$ cat src/rtl/lpc_params.svh
`ifndef LPC_PARAMS_SVH
`define LPC_PARAMS_SVH
// ****************************************
// Burst and timing figures
// ****************************************
`define LPC_BL 4
`define LPC_CLK_NS 10
`define LPC_CK_NS (2 * `LPC_CLK_NS)
`define LPC_TRP_NS 18
`define LPC_WRITE_RECOVERY_NS 15
`define LPC_TWTR_CK 2
`define LPC_TRP_SLOTS ((`LPC_TRP_NS + `LPC_CK_NS - 1) / `LPC_CK_NS)
`define LPC_WRITE_RECOVERY_SLOTS ((`LPC_WRITE_RECOVERY_NS + `LPC_CK_NS - 1) / `LPC_CK_NS)
`define LPC_WR_FIRST 3
`define LPC_RD_SKEW 4
// ****************************************
// Command pin codes, order ras_n cas_n we_n
// ****************************************
`define LPC_OP_NOP 3'h7
`define LPC_OP_RD 3'h5
`define LPC_OP_WR 3'h4
`define LPC_OP_PRE 3'h2
`define LPC_OP_BST 3'h6
`endif

$ cat src/rtl/lpc_pkg.sv
package lpc_pkg;
  // Request kinds; burst terminate is only ever issued internally.
  typedef enum logic [1:0] {LPC_RD, LPC_WR, LPC_PRE, LPC_BST} lpc_cmd_e;

  // Whole state of the host engine, registered as one word.
  typedef struct packed {
    logic ph;
    logic cs_n;
    logic [2:0] rcw;
    logic [1:0] bank;
    logic [9:0] col;
    logic ap;
    logic [15:0] dq_o;
    logic dq_oe;
    logic dqs_o;
    logic dqs_oe;
    logic [1:0] wm;
    logic [15:0] sy1_dq;
    logic [15:0] sy2_dq;
    logic sy1_dqs;
    logic sy2_dqs;
    logic [15:0] rd_sched;
    logic [7:0] wd_sched;
    logic [7:0] wm_sched;
    logic [7:0] oe_sched;
    logic [4:0] gap_rd;
    logic [4:0] gap_wr;
    logic [4:0] gap_pre;
    logic [2:0] bst_cnt;
    logic ready;
    logic take;
    logic rd_valid;
    logic [15:0] rd_data;
    logic issue;
    lpc_cmd_e kind;
    lpc_cmd_e prev_kind;
    logic [2:0] p;
    logic [2:0] prev_p;
    logic [7:0] since;
    logic [7:0] gap_seen;
  } lpc_state_s;
endpackage

$ cat src/rtl/lpc_host.sv
// Functional notes
// - later read after X cycles concatenates/truncates.
// - burst terminate X cycles after read truncates.
// - read completes or terminated before any write.
// - precharge X cycles after read, no auto precharge.
// - wait precharge time after precharge, same bank.
// - never terminate write bursts with burst terminate.
// - host strobe preamble and postamble around writes.
// - first write strobe rise within quarter cycle.
// - write after write concatenates, X cycles later.
// - wait write to read delay before read.
// - read truncating write needs later data masked.
// - precharge after write waits write recovery.
// - precharge truncating write needs later data masked.
`include "lpc_params.svh"

module lpc_host (
  input wire logic clk,
  input wire logic resetn,
  input wire logic cl_three,
  input wire logic req_valid,
  input wire lpc_pkg::lpc_cmd_e req_cmd,
  input wire logic [1:0] req_bank,
  input wire logic [9:0] req_col,
  input wire logic req_ap,
  input wire logic [1:0] req_pairs,
  output logic req_ready,
  input wire logic [15:0] wr_data,
  input wire logic [1:0] wr_byte_mask,
  output logic wr_take,
  output logic rd_valid,
  output logic [15:0] rd_data,
  output logic device_clk,
  output logic cs_n,
  output logic ras_n,
  output logic cas_n,
  output logic we_n,
  output logic bank_select,
  output logic bank_select_high,
  output logic [9:0] column,
  output logic auto_precharge_bit,
  input wire logic [15:0] data_lines_in,
  output logic [15:0] data_lines_out,
  output logic data_lines_oe,
  input wire logic data_strobe_in,
  output logic data_strobe_out,
  output logic data_strobe_oe,
  output logic [1:0] write_mask
);
  import lpc_pkg::*;

  lpc_state_s s_q;
  lpc_state_s s_d;
  logic [2:0] cl;
  logic [2:0] pe;
  logic [4:0] apx;
  logic [4:0] gap_req;
  logic take;
  logic bst_due;
  logic [15:0] rd_load;
  logic [7:0] wd_load;
  logic [7:0] wm_load;
  logic [7:0] oe_load;

  // ****************************************
  // Next-state logic
  // ****************************************
  // Everything advances on clk; device_clk is clk divided by two, so
  // one device cycle is a slot of two clk edges and commands change
  // only at slot edges, while device_clk falls.
  always_comb begin
    s_d = s_q;
    cl = cl_three ? 3'h3 : 3'h2;
    pe = (req_pairs == 2'h0 || 3'(req_pairs) > 3'(`LPC_BL / 2))
      ? 3'(`LPC_BL / 2) : {1'b0, req_pairs};
    apx = req_ap ? 5'(`LPC_TRP_SLOTS) : 5'h00;
    take = s_q.ph && s_q.ready && req_valid;
    bst_due = s_q.ph && (s_q.bst_cnt == 3'h1);
    rd_load = ((16'h0001 << {pe, 1'b0}) - 16'h0001)
      << (5'(`LPC_RD_SKEW) + {1'b0, cl, 1'b0});
    wd_load = ((8'h01 << {pe, 1'b0}) - 8'h01) << `LPC_WR_FIRST;
    wm_load = (((8'h01 << `LPC_BL) - 8'h01) << `LPC_WR_FIRST) & ~wd_load;
    oe_load = ((8'h01 << (`LPC_BL + 2)) - 8'h01) << (`LPC_WR_FIRST - 1);
    case (req_cmd)
      LPC_RD: gap_req = s_q.gap_rd;
      LPC_WR: gap_req = s_q.gap_wr;
      default: gap_req = s_q.gap_pre;
    endcase

    // Divider and pin synchronisers; only stage two is read further on.
    s_d.ph = !s_q.ph;
    s_d.sy1_dq = data_lines_in;
    s_d.sy2_dq = s_q.sy1_dq;
    s_d.sy1_dqs = data_strobe_in;
    s_d.sy2_dqs = s_q.sy1_dqs;

    s_d.rd_valid = s_q.rd_sched[1];
    s_d.rd_data = s_q.sy2_dq;
    s_d.rd_sched = s_q.rd_sched >> 1;
    s_d.wd_sched = s_q.wd_sched >> 1;
    s_d.wm_sched = s_q.wm_sched >> 1;
    s_d.oe_sched = s_q.oe_sched >> 1;

    s_d.dq_oe = s_q.oe_sched[1];
    s_d.dqs_oe = s_q.oe_sched[1];
    s_d.dqs_o = (s_q.wd_sched[1] || s_q.wm_sched[1]) && !s_q.ph;
    if (s_q.wd_sched[1]) begin
      s_d.dq_o = wr_data;
      s_d.wm = wr_byte_mask;
    end else begin
      s_d.wm = 2'h3;
    end

    // Ready is offered in the cycle before a slot edge, for one cycle.
    s_d.ready = !s_q.ph && req_valid && req_cmd != LPC_BST
      && gap_req <= 5'h01 && s_q.bst_cnt != 3'h1;
    s_d.issue = 1'b0;
    s_d.since = (s_q.since == 8'hFF) ? s_q.since : s_q.since + 8'h01;

    if (s_q.ph) begin
      s_d.cs_n = 1'b0;
      s_d.rcw = `LPC_OP_NOP;
      s_d.gap_rd = (s_q.gap_rd == 5'h00) ? 5'h00 : s_q.gap_rd - 5'h01;
      s_d.gap_wr = (s_q.gap_wr == 5'h00) ? 5'h00 : s_q.gap_wr - 5'h01;
      s_d.gap_pre = (s_q.gap_pre == 5'h00) ? 5'h00 : s_q.gap_pre - 5'h01;
      s_d.bst_cnt = (s_q.bst_cnt == 3'h0) ? 3'h0 : s_q.bst_cnt - 3'h1;
      if (bst_due || take) begin
        s_d.issue = 1'b1;
        s_d.prev_kind = s_q.kind;
        s_d.prev_p = s_q.p;
        s_d.gap_seen = (s_q.since == 8'hFF) ? s_q.since : s_q.since + 8'h01;
        s_d.since = 8'h00;
      end
      if (bst_due) begin
        s_d.rcw = `LPC_OP_BST;
        s_d.kind = LPC_BST;
        s_d.p = 3'h0;
        s_d.gap_rd = 5'h01;
        s_d.gap_pre = 5'h01;
        s_d.gap_wr = 5'(cl) + 5'h01;
      end else if (take) begin
        s_d.bank = req_bank;
        s_d.col = req_col;
        s_d.ap = (req_cmd == LPC_PRE) ? 1'b0 : req_ap;
        s_d.kind = req_cmd;
        s_d.p = pe;
        case (req_cmd)
          LPC_RD: begin
            s_d.rcw = `LPC_OP_RD;
            s_d.rd_sched = s_d.rd_sched | rd_load;
            s_d.gap_rd = 5'(pe) + apx;
            s_d.gap_pre = 5'(pe) + apx;
            s_d.gap_wr = 5'(cl) + 5'(pe) + 5'h01 + apx;
            if (!req_ap && pe < 3'(`LPC_BL / 2)) begin
              s_d.bst_cnt = pe;
            end
          end
          LPC_WR: begin
            s_d.rcw = `LPC_OP_WR;
            s_d.wd_sched = s_d.wd_sched | wd_load;
            s_d.wm_sched = (s_d.wm_sched & ~wd_load) | wm_load;
            s_d.oe_sched = s_d.oe_sched | oe_load;
            s_d.gap_wr = 5'(pe) + apx;
            s_d.gap_rd = 5'h01 + 5'(pe) + 5'(`LPC_TWTR_CK) + apx;
            s_d.gap_pre = 5'h01 + 5'(pe) + 5'(`LPC_WRITE_RECOVERY_SLOTS) + apx;
          end
          default: begin
            s_d.rcw = `LPC_OP_PRE;
            s_d.gap_rd = 5'(`LPC_TRP_SLOTS);
            s_d.gap_wr = 5'(`LPC_TRP_SLOTS);
            s_d.gap_pre = 5'(`LPC_TRP_SLOTS);
          end
        endcase
      end
    end
    // The user sees take in the cycle whose closing edge consumes data.
    s_d.take = s_d.wd_sched[1];
  end

  // ****************************************
  // State register
  // ****************************************
  // Synchronous reset leaves the device deselected and the bus released.
  always_ff @(posedge clk) begin
    if (!resetn) begin
      s_q <= '0;
      s_q.cs_n <= 1'b1;
      s_q.rcw <= `LPC_OP_NOP;
    end else begin
      s_q <= s_d;
    end
  end

  // Every output is a field of the state register.
  assign req_ready = s_q.ready;
  assign wr_take = s_q.take;
  assign rd_valid = s_q.rd_valid;
  assign rd_data = s_q.rd_data;
  assign device_clk = s_q.ph;
  assign cs_n = s_q.cs_n;
  assign ras_n = s_q.rcw[2];
  assign cas_n = s_q.rcw[1];
  assign we_n = s_q.rcw[0];
  assign bank_select = s_q.bank[0];
  assign bank_select_high = s_q.bank[1];
  assign column = s_q.col;
  assign auto_precharge_bit = s_q.ap;
  assign data_lines_out = s_q.dq_o;
  assign data_lines_oe = s_q.dq_oe;
  assign data_strobe_out = s_q.dqs_o;
  assign data_strobe_oe = s_q.dqs_oe;
  assign write_mask = s_q.wm;
endmodule // lpc_host

$ cat config.mk
export PLATFORM = sky130hd
export DESIGN_NAME = lpc_host
export DESIGN_NICKNAME = d
export VERILOG_FILES = /design/src/rtl/lpc_pkg.sv /design/src/rtl/lpc_host.sv
export VERILOG_INCLUDE_DIRS = /design/src /design/src/rtl
export SDC_FILE = /design/constraint.sdc
export NUM_CORES = 1
export LEC_CHECK = 0
export BUFFER_PORTS_ARGS = -buffer_cell sky130_fd_sc_hd__buf_2
export CAP_MARGIN = 20
export CORE_MARGIN = 5
export CORE_UTILIZATION = 30
export CTS_CLUSTER_DIAMETER = 100
export DETAILED_ROUTE_END_ITERATION = 6
export REMOVE_ABC_BUFFERS = 1
export SYNTH_ARGS = -nofsm -noshare
export SYNTH_HDL_FRONTEND = slang
export SYNTH_SLANG_ARGS = --single-unit
export TNS_END_PERCENT = 100
$ cat constraint.sdc
create_clock -name clk -period 2.4 [get_ports clk]
set_clock_uncertainty 0.1 [all_clocks]
set_input_delay 0.48 -clock clk [delete_from_list [all_inputs] [get_ports clk]]
set_output_delay 0.48 -clock clk [all_outputs]
set_load 0.03 [all_outputs]
; Yosys cells after proc, flatten, opt, wreduce, memory -nomap -nowiden
; Cells that the tools add are included.
[classes]
n_addsub = 17
order_cmp = 3
eq_ne = 5
shifts = 3
mux = 23
n_bitwise = 11
reduce_logical = 23
[op_table]
columns = op, count
row1 = two-way mux 57 bit, 2
row2 = two-way mux 39 bit, 1
row3 = two-way mux 15 bit, 2
row4 = one-hot mux 15 bit (2 select lines), 1
row5 = two-way mux 24 bit, 1
row6 = subtractor 5 x 1 -> 5 bit (second input constant), 4
row7 = two-way mux 16 bit, 1
row8 = bitwise OR 15 x 16 -> 16 bit, 1
row9 = left shift 1 x 3 -> 16 bit (first input constant), 1
row10 = left shift 16 x 4 -> 16 bit, 1
row11 = subtractor 16 x 1 -> 16 bit (second input constant), 1
row12 = zero test 5 bit, 3
row13 = two-way mux 3 bit, 5
row14 = two-way mux 5 bit, 3
row15 = adder 4 x 1 -> 5 bit, 2
row16 = one-hot mux 5 bit (2 select lines), 1
row17 = OR reduction 5 bit, 2
row18 = logical AND 1 bit, 9
row19 = adder 3 x 1 -> 4 bit (second input constant), 2
row20 = AND 7 x 8 -> 8 bit, 1
row21 = inverter 8 bit, 1
row22 = bitwise OR 7 x 8 -> 8 bit, 1
row23 = bitwise OR 8 x 7 -> 8 bit, 1
row24 = inverter 1 bit, 6
row25 = other kinds (26), 32
[totals]
register_bits = 147
out_inout_bits = 58
word_cells = 113

; Longest topological paths before layout
; Gate-level depths: netlist of run 1.
[logic_depth]
depth_word = 12
mapped_depth = 10
ltp_nobuf = 9

; Least setup slack after synthesis of run 1
; OpenSTA, ideal clock, no wires.
[synth_path]
kind = input to register
from = input req_pairs[0]
to = register s_q[55] (netlist bit)
t_arrival_ns = 2.070
required_ns = 2.205
setup_slack_ns = 0.135
stages = 9
path_cell_list = nor2b_1 > buf_2 > inv_1 > ha_1 > inv_1 > ha_1 > fa_1 > mux2i_1 > o311ai_1
[synth_between]
elab_chain_len = 9
elab_cells_between_ends = 11
cone_classes = add/sub: 4 / order compare: 1 / mux: 4 / reduce/logical: 2
[synth_rtl]
columns = element, line_no
row1 = "start, declared", lpc_host.sv:26  ; input wire logic [1:0] req_pairs,
row2 = > comparator 2 bit or zero test 2 bit (tied branches), lpc_host.sv:74  ; pe = (req_pairs == 2'h0 || 3'(req_pairs) > 3'(`LPC_BL / 2))
row3 = logical OR 1 bit, lpc_host.sv:74
row4 = two-way mux 2 bit *, lpc_host.sv:74
row5 = adder 2 x 2 -> 3 bit, lpc_host.sv:153  ; s_d.gap_wr = 5'(cl) + 5'(pe) + 5'h01 + apx;
row6 = adder 3 x 1 -> 4 bit, lpc_host.sv:153
row7 = adder 4 x 1 -> 5 bit, lpc_host.sv:153
row8 = one-hot mux 15 bit (2 select lines) *, lpc_host.sv:147  ; case (req_cmd)
row9 = two-way mux 57 bit *, lpc_host.sv:141  ; end else if (take) begin
row10 = two-way mux 15 bit *, lpc_host.sv:134  ; if (bst_due) begin
row11 = "end, declared", lpc_host.sv:52  ; lpc_state_s s_q;
; Mark *: on every way between the ends. The rest lies on a longest branch, timed or not.
; A chain may end at the register's enable or synchronous reset.

; Worst setup path after layout of run 1
[layout_path]
from = input req_pairs[1]
to = register s_q[55] (netlist bit)
; The elaborated chain is that of the path after synthesis.

==> results by group, run 1 <==
CTS
  • Hold_buf cts: 0
  • H-tree levels: 4
  • Clock sink count: 141
  • Root buf cell: clkbuf_16
  • Num CTS Buffers: 17
  • CTS tree: built
  • Max Buffers Root-to-Sink: 2
  • Post-CTS Setup Bufs: 0
  • Cts repair resizes: 0
  • Clk pin slew, worst setup/hold paths: 60 ps
  • Clock Latency Late Sink: 410 ps

Power
  • Internal power: ~4 mW
  • Peak supply drop: 0.422 mV
  • Leakage: roughly 2.8 nW
  • Pwr per Cell Area: approximately 830 nW/um^2
  • Combinational Power Share: 7.9%
  • Power share of the clock group: 46.0%
  • Overall power: 5.32 mW
  • Sw Share: a little under a quarter
  • Sequential share of power: between 40% and 50%
  • Sw Pwr: around 1.3 mW

Global routing
  • GR Util All Layers: 10.8%
  • First-pass GRT wire length: roughly 18,000 um
  • Largest net degree at the start of global routing: 58
  • Vias in the first global route: 3,541
  • GRT overflow: 0
  • Initial antenna violation count: 0

Placement
  • Post-placement cell count: 837
  • Port-buffer cells: 112
  • Placed cell area: 5850 um^2
  • Worst slack, placed: -33.6 ps
  • Placer Congestion: around 0.8
  • Post-DP HPWL: just under 8000 um

Drt
  • Antenna viol nets, final: 0
  • Routed WL: 11,000 um
  • Vias: between 3,000 and 4,000
  • Vias per inst: around 4.3
  • DRC viols: 0
  • Starting DRC count in detailed routing: 131
  • Drt first pass iters: 4
  • Wire length per cell: around 13 um

Critical path
  • Reg-to-reg startpoint: s_q[46]
  • Critical Path Max Stage Delay: approximately 480 ps
  • Critical path peak fanout: 2
  • CP Data Required Time: 2620 ps
  • Critical Path Source: req_pairs[1]
  • Critical Path AT: roughly 2200 ps
  • Crit-path cells: buf_2, nor2b_1, inv_1, ha_1, inv_1, ha_1, fa_1, mux2i_1, o311ai_1
  • CP Capture Type: flop
  • Startpoint Class: primary input
  • Setup CP Type: in2reg
  • Slowest CP cell: fa_1

Timing
  • Worst Hold Margin: approximately 170 ps
  • Setup WS post-layout: 432 ps
  • Final Cycle Share: 82.0%
  • Hold Violations, Final: 0
  • Setup TNS: 0 ps
  • Unrepaired setup endpoints after global routing: no
  • Slew Limit Fails: 0
  • Fin crit period: about 2000 ps
  • Worst slew pin tran: 539 ps
  • Fmax: 508 MHz
  • Slew HR: a little under two thirds
  • # setup viols final: 0

Yosys
  • Post-synth top area cell: dfxtp_1
  • Sequential area share after synthesis: 52.6%
  • Cells after Synth: 556
  • Syn avg cell area: between 9 and 10 um^2
  • Post-Syn Area: 5370 um^2
  • YS warnings: 0
  • Synth top area cells: dfxtp_1, and2_1, buf_4
  • Post-synth EDFFs: 0
  • Count leader, synth: dfxtp_1
  • Synth top area share: a little over half
  • Unique masters post-synth: 59
  • Async SR Flop Fraction: 0%
  • Yosys reg bits: approximately 140
  • Ys flop type: dfxtp_1
  • Post-synth top cells: dfxtp_1, and2_1, nor2_1

Floorplan
  • IO Pins: 114
  • # rows: 49
  • Die height: 144 um
  • Core area: 17,800 um^2
  • Die Wd: roughly 140 um
  • Full die area: 20,700 um^2
  • Initial Util: 30.2%

Finish
  • Antenna cells: 0
  • Design area: 6410 um^2
  • Layout Nets: 696
  • Synth-to-Final Area Change: 19.4%
  • Fillers: 1,818
  • Final Util: between 30% and 40%
  • Fin cells: 868
  • Share of cells above drive strength 1: 25.4%

Status
  • Status: completed

Flow run
  • Max cap viols: 0

Min path
  • Min-delay src: data_lines_in[8]
  • Hold WC Path Type: in2reg
==> sequential cells by signal (all words and copies together), names as in the netlist, 2 cells and up <==
register and flops:
column 10, data_lines_out 16, rd_data 16, s_d 34
s_q 53, write_mask 2
==> power groups by stage <==
stage / Combinational [mW] / Sequential, mW / Clock [mW]
after floorplan: 0.218 / 2.53 / 0
after global placement: 0.417 / 2.50 / 0
after detailed placement: 0.420 / 2.50 / 0
after CTS: 0.423 / 2.45 / 2.52
after global routing: 0.468 / 2.46 / 2.64
final: 0.421 / 2.45 / 2.45
==> area by class of cell <==
type                            instances  area (um^2)  share of cell area (%)
Multi-Input combinational cell        324         2000                    31.3
Clock inverter                         12          118                    1.84
Clock buffer                           19          443                    6.91
Sequential cell                       141         2820                    44.0
Timing Repair Buffer                  124          663                    10.3
Inverter                               19         71.3                    1.11
Tap cell                              229          287                    4.47
==> critical path: cells and delay by family <==
kind / cells / cell delay (ps)
AO/OA/AOI/OAI: 1 / 250
adder cells (fa/ha/maj): 3 / 960
buffers and inverters: 3 / 240
multiplexers: 1 / 80
AND/OR/NAND/NOR: 1 / 180
==> logic make-up after synthesis <==
group,after synthesis,synth area share [%]
AO/OA/AOI/OAI,74,8.83
XOR/XNOR,3,0.489
adder cells (fa/ha/maj),14,3.36
buffers and inverters,92,10.2
flip-flops,141,52.6
multiplexers,20,3.75
other,2,0.140
AND/OR/NAND/NOR,210,20.7
==> metal layers <==
metal  wire, um  track usage (%)
met4        221             5.15
met1       5060             13.9
met2       4980             16.5
met3        684             3.26
met5          0                0
==> cells in the final DEF (no fill, tap or decap), types with 2 or more instances in the layout <==
cell type / synthesis / final
dfxtp_1: 141 / 141
buf_2: 6 / 112
and2_1: 63 / 63
nor2_1: 48 / 48
nand2_1: 39 / 39
a21oi_1: 22 / 22
inv_1: 19 / 19
mux2i_1: 19 / 19
o21ai_0: 17 / 17
clkbuf_16: 0 / 17
ha_1: 12 / 12
nor2b_1: 11 / 11
nor3_1: 11 / 11
buf_4: 45 / 11
o21a_1: 9 / 9
nand2b_1: 8 / 8
nand3_1: 7 / 7
clkinv_4: 0 / 5
a31oi_1: 4 / 4
clkinvlp_4: 0 / 4
and3_1: 3 / 3
nand4_1: 3 / 3
xnor2_1: 3 / 3
a211o_1: 3 / 3
conb_1: 2 / 3
nor4b_1: 2 / 2
nor4_1: 2 / 2
or3_1: 2 / 2
o22ai_1: 2 / 2
a21boi_0: 2 / 2
==> path summary, 6_finish.rpt <==
check | slack [ps] | cells past startpoint | endpoint
setup / recovery | 430 | 9 | s_q[55]
hold / removal | 170 | 2 | s_d[114]
setup reg to reg | 550 | 4 | column[8]
hold reg to reg | 330 | 1 | s_d[40]
No activity file was read; power rests on OpenSTA's default activity.
==> run 2, diff against run 1 <==
clock period = 1.9 ns   (was 2.4 ns; I/O delays follow)
==> run 2 against run 1 <==
Net effect: routed wire length rose by 1.3%; largest cell class unchanged; cell area grew 2.7%; count of clock-buffer cells in the layout stayed put; largest power group unchanged; worst setup slack worse by 350 ps; via count is 1.2% higher.
==> results by group, run 2 (synthesis results as in run 1) <==
Status
  • Status: completed (unchanged)

Drt
  • Vias: 3,813 (was 3,767)
  • Antenna viol nets, final: 0 (unchanged)
  • DRC viols: 0 (unchanged)
  • Drt first pass iters: 4 (unchanged)
  • Routed WL: 11,100 um (was 11,000 um)
  • Vias per inst: 4.28 (was 4.34)
  • Wire length per cell: 12.5 um (was 12.6 um)
  • Starting DRC count in detailed routing: 174 (was 131)

CTS
  • Clock Latency Late Sink: 410 ps (about the same)
  • Root buf cell: clkbuf_16 (unchanged)
  • Cts repair resizes: 0 (unchanged)
  • Clock sink count: 141 (unchanged)
  • Post-CTS Setup Bufs: 0 (unchanged)
  • Clk pin slew, worst setup/hold paths: 60 ps (about the same)
  • Hold_buf cts: 0 (unchanged)
  • CTS tree: built (unchanged)
  • H-tree levels: 4 (unchanged)
  • Max Buffers Root-to-Sink: 2 (unchanged)
  • Num CTS Buffers: 17 (unchanged)

Timing
  • Fin crit period: 1820 ps
  • Unrepaired setup endpoints after global routing: no (unchanged)
  • Setup WS post-layout: 83.9 ps (was 432 ps)
  • Fmax: 551 MHz
  • Final Cycle Share: approximately 96%
  • Slew Limit Fails: 0 (unchanged)
  • Hold Violations, Final: 0 (unchanged)
  • # setup viols final: 0 (unchanged)

Finish
  • Layout Nets: 718 (was 696)
  • Final Util: 37.0% (was 36.0%)
  • Synth-to-Final Area Change: 22.6% (was 19.4%)
  • Design area: 6580 um^2 (was 6410 um^2)
  • Most frequent cells in the layout: dfxtp_1, buf_2, and2_1, nor2_1, nand2_1 (unchanged)
  • Biggest register: s_q (unchanged)
  • Share of cells above drive strength 1: 28.1% (was 25.4%)
  • Antenna cells: 0 (unchanged)
  • Max reg flops: 53 (unchanged)
  • Commonest non-fill, non-tap cell in the layout: dfxtp_1 (unchanged)

Min path
  • Hold path depth: 2 (unchanged)
  • Hold Path Sink: s_d[112] (was s_d[114])
  • Min-delay src: data_lines_in[6] (was data_lines_in[8])
  • Hold WC Path Type: in2reg (unchanged)

Critical path
  • Startpoint Class: primary input (unchanged)
  • Worst R2R Setup Slack: 130 ps (was 550 ps)
  • Setup CP Type: in2reg (unchanged)
  • WP buf/inv: 3 (unchanged)
  • Critical Path Max Stage Delay: 480 ps (about the same)
  • Slowest CP cell: fa_1 (unchanged)
  • CP Capture Type: flop (unchanged)
  • Crit-path cells: buf_2, nor2b_1, inv_1, ha_1, inv_1, ha_1, fa_1, mux2i_1, o311ai_1 (unchanged)
  • Reg-to-reg startpoint: device_clk (was s_q[46])
  • Critical Path AT: 2030 ps (was 2190 ps)
  • Critical R2R Capture: s_q[46] (was column[8])
  • CP top delay family: adder cells (unchanged)
  • CP Data Required Time: 2120 ps (was 2620 ps)
  • Critical path peak fanout: 2 (unchanged)
  • Worst R2R Path Depth: 4 (unchanged)

Global routing
  • Initial antenna violation count: 1 (was 0)
  • Vias in the first global route: 3,755 (was 3,541)
  • GRT busiest layer: met2 (unchanged)
  • First-pass GRT wire length: 18,200 um (was 17,500 um)
  • Routing usage on met1: 14.0% (was 13.9%)
  • Met2 Usage GRT: 17.7% (was 16.5%)
  • GR Util All Layers: 11.3% (was 10.8%)
  • Largest net degree at the start of global routing: 65 (was 58)
  • Grt met3 use: 4.26% (was 3.26%)
  • GRT overflow: 0 (unchanged)

Placement
  • Port-buffer cells: 112 (unchanged)
  • Placed cell area: 6010 um^2 (was 5850 um^2)
  • Worst slack, placed: -375 ps (was -33.6 ps)
  • Placer Congestion: 0.825 (was 0.810)
  • Post-DP HPWL: 8000 um (was 7730 um)

Floorplan
  • IO Pins: 114 (unchanged)
  • Die height: 144 um (unchanged)
  • # rows: 49 (unchanged)
  • Full die area: 20,700 um^2 (unchanged)
  • Die Wd: 144 um (unchanged)
  • Core area: 17,800 um^2 (unchanged)
  • Initial Util: 30.2% (unchanged)

Flow run
  • Max cap viols: 0 (unchanged)

Power
  • Pwr per Cell Area: 1030 nW/um^2 (was 830 nW/um^2)
  • Peak supply drop: 0.563 mV (was 0.422 mV)
  • Leakage: 2.87 nW (was 2.76 nW)
  • Overall power: 6.75 mW (was 5.32 mW)
run 2: per-layer routing:
metal | share of wire (%) | wire length (um) | vias up
li1 | - | - | 1965
met4 | 2.2 | 239 | 2
met2 | 45 | 5040 | 98
met5 | 0.099 | 11 | -
met3 | 7.1 | 785 | 18
met1 | 45 | 5020 | 1730
run 2: worst max path at each step:
stage / start / end / cells past startpoint
6_report: req_pairs[1] / s_q[55] / 9
5_1_grt: req_pairs[1] / s_q[55] / 9
4_1_cts: req_pairs[1] / s_q[55] / 9
3_5_place_dp: req_pairs[1] / s_q[55] / 9
3_3_place_gp: req_pairs[1] / s_q[55] / 9
2_1_floorplan: req_pairs[0] / s_q[55] / 8
run 2: area by class of cell:
class                   count  area [um^2]
fillers                  1898        11200
flip-flops and latches    141         2820
multi-input cells         324         2010
repair buffers            146          828
clock buffers              19          443
well taps                 229          287
clock inverters            13          118
inverters                  19         71.3
run 2: power by group:
part / switching, mW / leakage, nW / total [mW] / internal, mW
clock network: 1.26 / 0.261 / 3.09 / 1.83
registers: 0.0509 / 1.15 / 3.10 / 3.05
logic: 0.305 / 1.46 / 0.556 / 0.251
total: 1.61 / 2.87 / 6.75 / 5.13
run 2: worst register-to-register path, delay by kind of cell (launching register included):
family,cells,cell delay (ps)
AOI/OAI and AO/OA,1,140
adders and majority gates,1,420
DFF,1,480
and+or+nand+nor,2,560
run 2: per-stage QoR:
stage	hold WS, ps	TNS [ps]	instances
after floorplan	311	-1870	484
after global placement	312	-843	859
after detailed placement	318	-968	859
after CTS	49.8	0	891
after global routing	51.8	0	891
final	72.7	0	891
==> run 3, diff against run 2 <==
ABC_AREA = 1   (was default)
==> run 3 against run 2 <==
Net effect: count of clock-buffer cells in the layout decreased by 1; routed wire length increased by 0.41%; sequential power about the same; synthesized cell count increased by 24%; cell area increased by 0.23%; critical path type is now reg2out; largest power group is now the clock network.
==> results by group, run 3 <==
Flow run
  • Max cap viols: 0 (unchanged)

Yosys
  • Largest family of logic cells by synthesized area: simple AND/OR/NAND/NOR gates (unchanged)
  • Ys flop type: dfxtp_1 (unchanged)
  • Post-synth top cells: nand2_1, dfxtp_1, inv_1 (was dfxtp_1, and2_1, nor2_1)
  • Post-synth top area cell: dfxtp_1 (unchanged)
  • Sequential area share after synthesis: 52.4% (was 52.6%)
  • YS warnings: 0 (unchanged)
  • Post-synthesis compound-gate area fraction: 7.20% (was 8.83%)
  • Synth top area cells: dfxtp_1, nand2_1, inv_1 (was dfxtp_1, and2_1, buf_4)
  • Post-synthesis mux area share: 0% (was 3.75%)
  • Post-Syn Area: 5390 um^2 (was 5370 um^2)
  • Post-synth EDFFs: 0 (unchanged)
  • Cells after Synth: 690 (was 556)
  • Unique masters post-synth: 32 (was 59)
  • Synth top area share: 52.4% (was 52.6%)
  • Count leader, synth: nand2_1 (was dfxtp_1)
  • Simple logic cell fraction of the synthesized area: 20.1% (was 20.7%)
  • Async SR Flop Fraction: 0% (unchanged)
  • Yosys reg bits: 141 (unchanged)
  • Adder-Cell Fraction of Synth Area: 3.16% (was 3.36%)
  • Syn avg cell area: 7.81 um^2 (was 9.66 um^2)
  • XOR/XNOR Fraction of Synth Area: 0.812% (was 0.489%)

CTS
  • CTS tree: built (unchanged)
  • Clock Latency Late Sink: 410 ps (about the same)
  • Clk pin slew, worst setup/hold paths: 60 ps (about the same)
  • Clock sink count: 141 (unchanged)
  • Post-CTS Setup Bufs: 0 (unchanged)
  • Root buf cell: clkbuf_16 (unchanged)
  • Max Buffers Root-to-Sink: 2 (unchanged)
  • H-tree levels: 4 (unchanged)
  • Num CTS Buffers: 17 (unchanged)

Global routing
  • Largest net degree at the start of global routing: 106 (was 65)
  • GR Util All Layers: 11.1% (was 11.3%)
  • Vias in the first global route: 3,886 (was 3,755)
  • GRT overflow: 0 (unchanged)
  • Initial antenna violation count: 1 (unchanged)
  • First-pass GRT wire length: 18,300 um (was 18,200 um)

Finish
  • Commonest non-fill, non-tap cell in the layout: nand2_1 (was dfxtp_1)
  • Layout Nets: 842 (was 718)
  • Most frequent cells in the layout: nand2_1, dfxtp_1, inv_1, buf_2, nor2_1 (was dfxtp_1, buf_2, and2_1, nor2_1, nand2_1)
  • Antenna cells: 0 (unchanged)
  • Synth-to-Final Area Change: 22.4% (was 22.6%)
  • Fillers: 1,842 (was 1,898)
  • Share of cells above drive strength 1: 22.0% (was 28.1%)
  • Max reg flops: 53 (unchanged)
  • Biggest register: s_q (unchanged)

Power
  • Leakage: 3.55 nW (was 2.87 nW)
  • Peak supply drop: 0.612 mV (was 0.563 mV)
  • Pwr per Cell Area: 1080 nW/um^2 (was 1030 nW/um^2)

Placement
  • Placer Congestion: 0.876 (was 0.825)
  • Port-buffer cells: 112 (unchanged)
  • Post-DP HPWL: 7650 um (was 8000 um)

Critical path
  • Setup CP Type: reg2out (was in2reg)
  • Crit-path cells: buf_4, buf_2 (was buf_2, nor2b_1, inv_1, ha_1, inv_1, ha_1, fa_1, mux2i_1, o311ai_1)
  • CP Capture Type: output pin (was flop)
  • Critical Path Max Stage Delay: 410 ps (was 480 ps)
  • Worst R2R Setup Slack: 260 ps (was 130 ps)
  • Worst R2R Path Depth: 7 (was 4)
  • Critical Path AT: 1240 ps (was 2030 ps)
  • Slowest CP cell: dfxtp_2 (was fa_1)
  • Startpoint Class: flop (was primary input)
  • Critical path peak fanout: 9 (was 2)
  • CP Data Required Time: 1420 ps (was 2120 ps)
  • Critical R2R Capture: s_q[68] (was s_q[46])
  • Reg-to-reg startpoint: s_q[47] (was device_clk)
  • Setup crit end: device_clk (was s_q[55])
  • Critical Path Source: device_clk (was req_pairs[1])

Drt
  • Wire length per cell: 11.0 um (was 12.5 um)
  • Drt first pass iters: 4 (unchanged)
  • Vias per inst: 4.05 (was 4.28)
  • Starting DRC count in detailed routing: 218 (was 174)
  • DRC viols: 0 (unchanged)
  • Antenna viol nets, final: 0 (unchanged)
  • Routed WL: 11,100 um (about the same)
  • Vias: 4,109 (was 3,813)

Floorplan
  • IO Pins: 114 (unchanged)
  • Die height: 144 um (about the same)
  • # rows: 49 (unchanged)
  • Core area: 17,800 um^2 (about the same)
  • Full die area: 20,700 um^2 (about the same)
  • Die Wd: 144 um (about the same)
  • Initial Util: 30.2% (about the same)

Timing
  • Worst slew pin tran: roughly 500 ps
  • Worst Hold Margin: 47.8 ps (was 72.7 ps)
  • Unrepaired setup endpoints after global routing: no (unchanged)
  • Slew Limit Fails: 0 (unchanged)
  • Fin crit period: 1720 ps (was 1820 ps)
  • Fmax: 582 MHz (was 551 MHz)
  • Setup TNS: 0 ps (unchanged)
  • Slew HR: 66.5%
  • # setup viols final: 0 (unchanged)
  • Hold Violations, Final: 0 (unchanged)
  • Final Cycle Share: 90.4% (was 95.6%)

Min path
  • Hold path depth: 3 (was 2)
  • Hold WC Path Type: in2reg (unchanged)

Status
  • Status: completed (unchanged)
run 3: cell types whose count changed after synthesis, sizes merged, moves of 10 or more:
cell,previous run,this run
mux2i,19,0
nand2,39,143
nor2,48,98
o21ai,17,42
nor3,12,1
and2,64,0
inv,19,118
nor2b,11,0
nand3,8,18
run 3: worst max-delay path, delay by kind of cell, from the launching register on:
kind	cells	cell delay, ps
buf+inv	2	420
flops	1	410
run 3: routing by layer:
| layer | track usage (%) | up-vias | part of all wire [%] |
|---|---|---|---|
| met4 | 5.10 | 2 | 2.4 |
| met1 | 13.0 | 1800 | 44 |
| met3 | 3.41 | 25 | 5.9 |
| met5 | 0 | - | 0.099 |
| met2 | 18.8 | 89 | 47 |
| li1 | - | 2193 | - |
run 3: final cells by class:
class	instances	area [um^2]	share of cell area [%]
inverters	119	447	6.77
flip-flops and latches	141	2820	42.8
clock inverters	14	191	2.90
well taps	229	287	4.34
repair buffers	130	711	10.8
clock buffers	18	439	6.66
multi-input cells	364	1700	25.7
run 3: what timing repair did:
action / 4_1_cts / 5_1_grt
gates resized for setup: 0 / 2
hold buffers: 0 / 0
endpoints found under the setup margin: 0 / 5
run 3: worst min path at each step:
stage / start / to / slack [ps]
3_5_place_dp: s_d[115] / s_d[36] / 300
6_report: data_lines_in[2] / s_d[108] / 50
4_1_cts: data_lines_in[2] / s_d[108] / 30
3_3_place_gp: s_d[43] / s_q[88] / 290
2_1_floorplan: s_d[27] / rd_data[0] / 290
5_1_grt: data_lines_in[8] / s_d[114] / 50
run 3: power breakdown:
part | leakage, nW | internal [mW] | switching (mW)
sequential | 1.15 | 3.05 | 0.0387
clock | 0.299 | 2.23 | 1.27
combinational | 2.10 | 0.210 | 0.353
run 3: cell families after synthesis:
| logic type | after synthesis |
|---|---|
| and+or+nand+nor | 269 |
| buffers and inverters | 186 |
| DFF | 141 |
| AOI/OAI and AO/OA | 74 |
| adders and majority gates | 13 |
| xor gates and xnor gates | 5 |
| other | 2 |
run 3: through the flow:
| step | utilization (%) | setup slack [ps] | cells | power (mW) | cell area [um^2] |
|---|---|---|---|---|---|
| finish | 37.0 | 182 | 1015 | 7.15 | 6600 |
| global route | 37.0 | 90.0 | 1015 | 7.46 | 6600 |
| CTS | 36.9 | 54.0 | 1015 | 7.26 | 6590 |
| detailed placement | 33.4 | -190 | 983 | 3.71 | 5960 |
| global placement | 33.4 | -181 | 983 | 3.71 | 5960 |
| floorplan | - | 1.58 | 624 | 3.49 | 4960 |
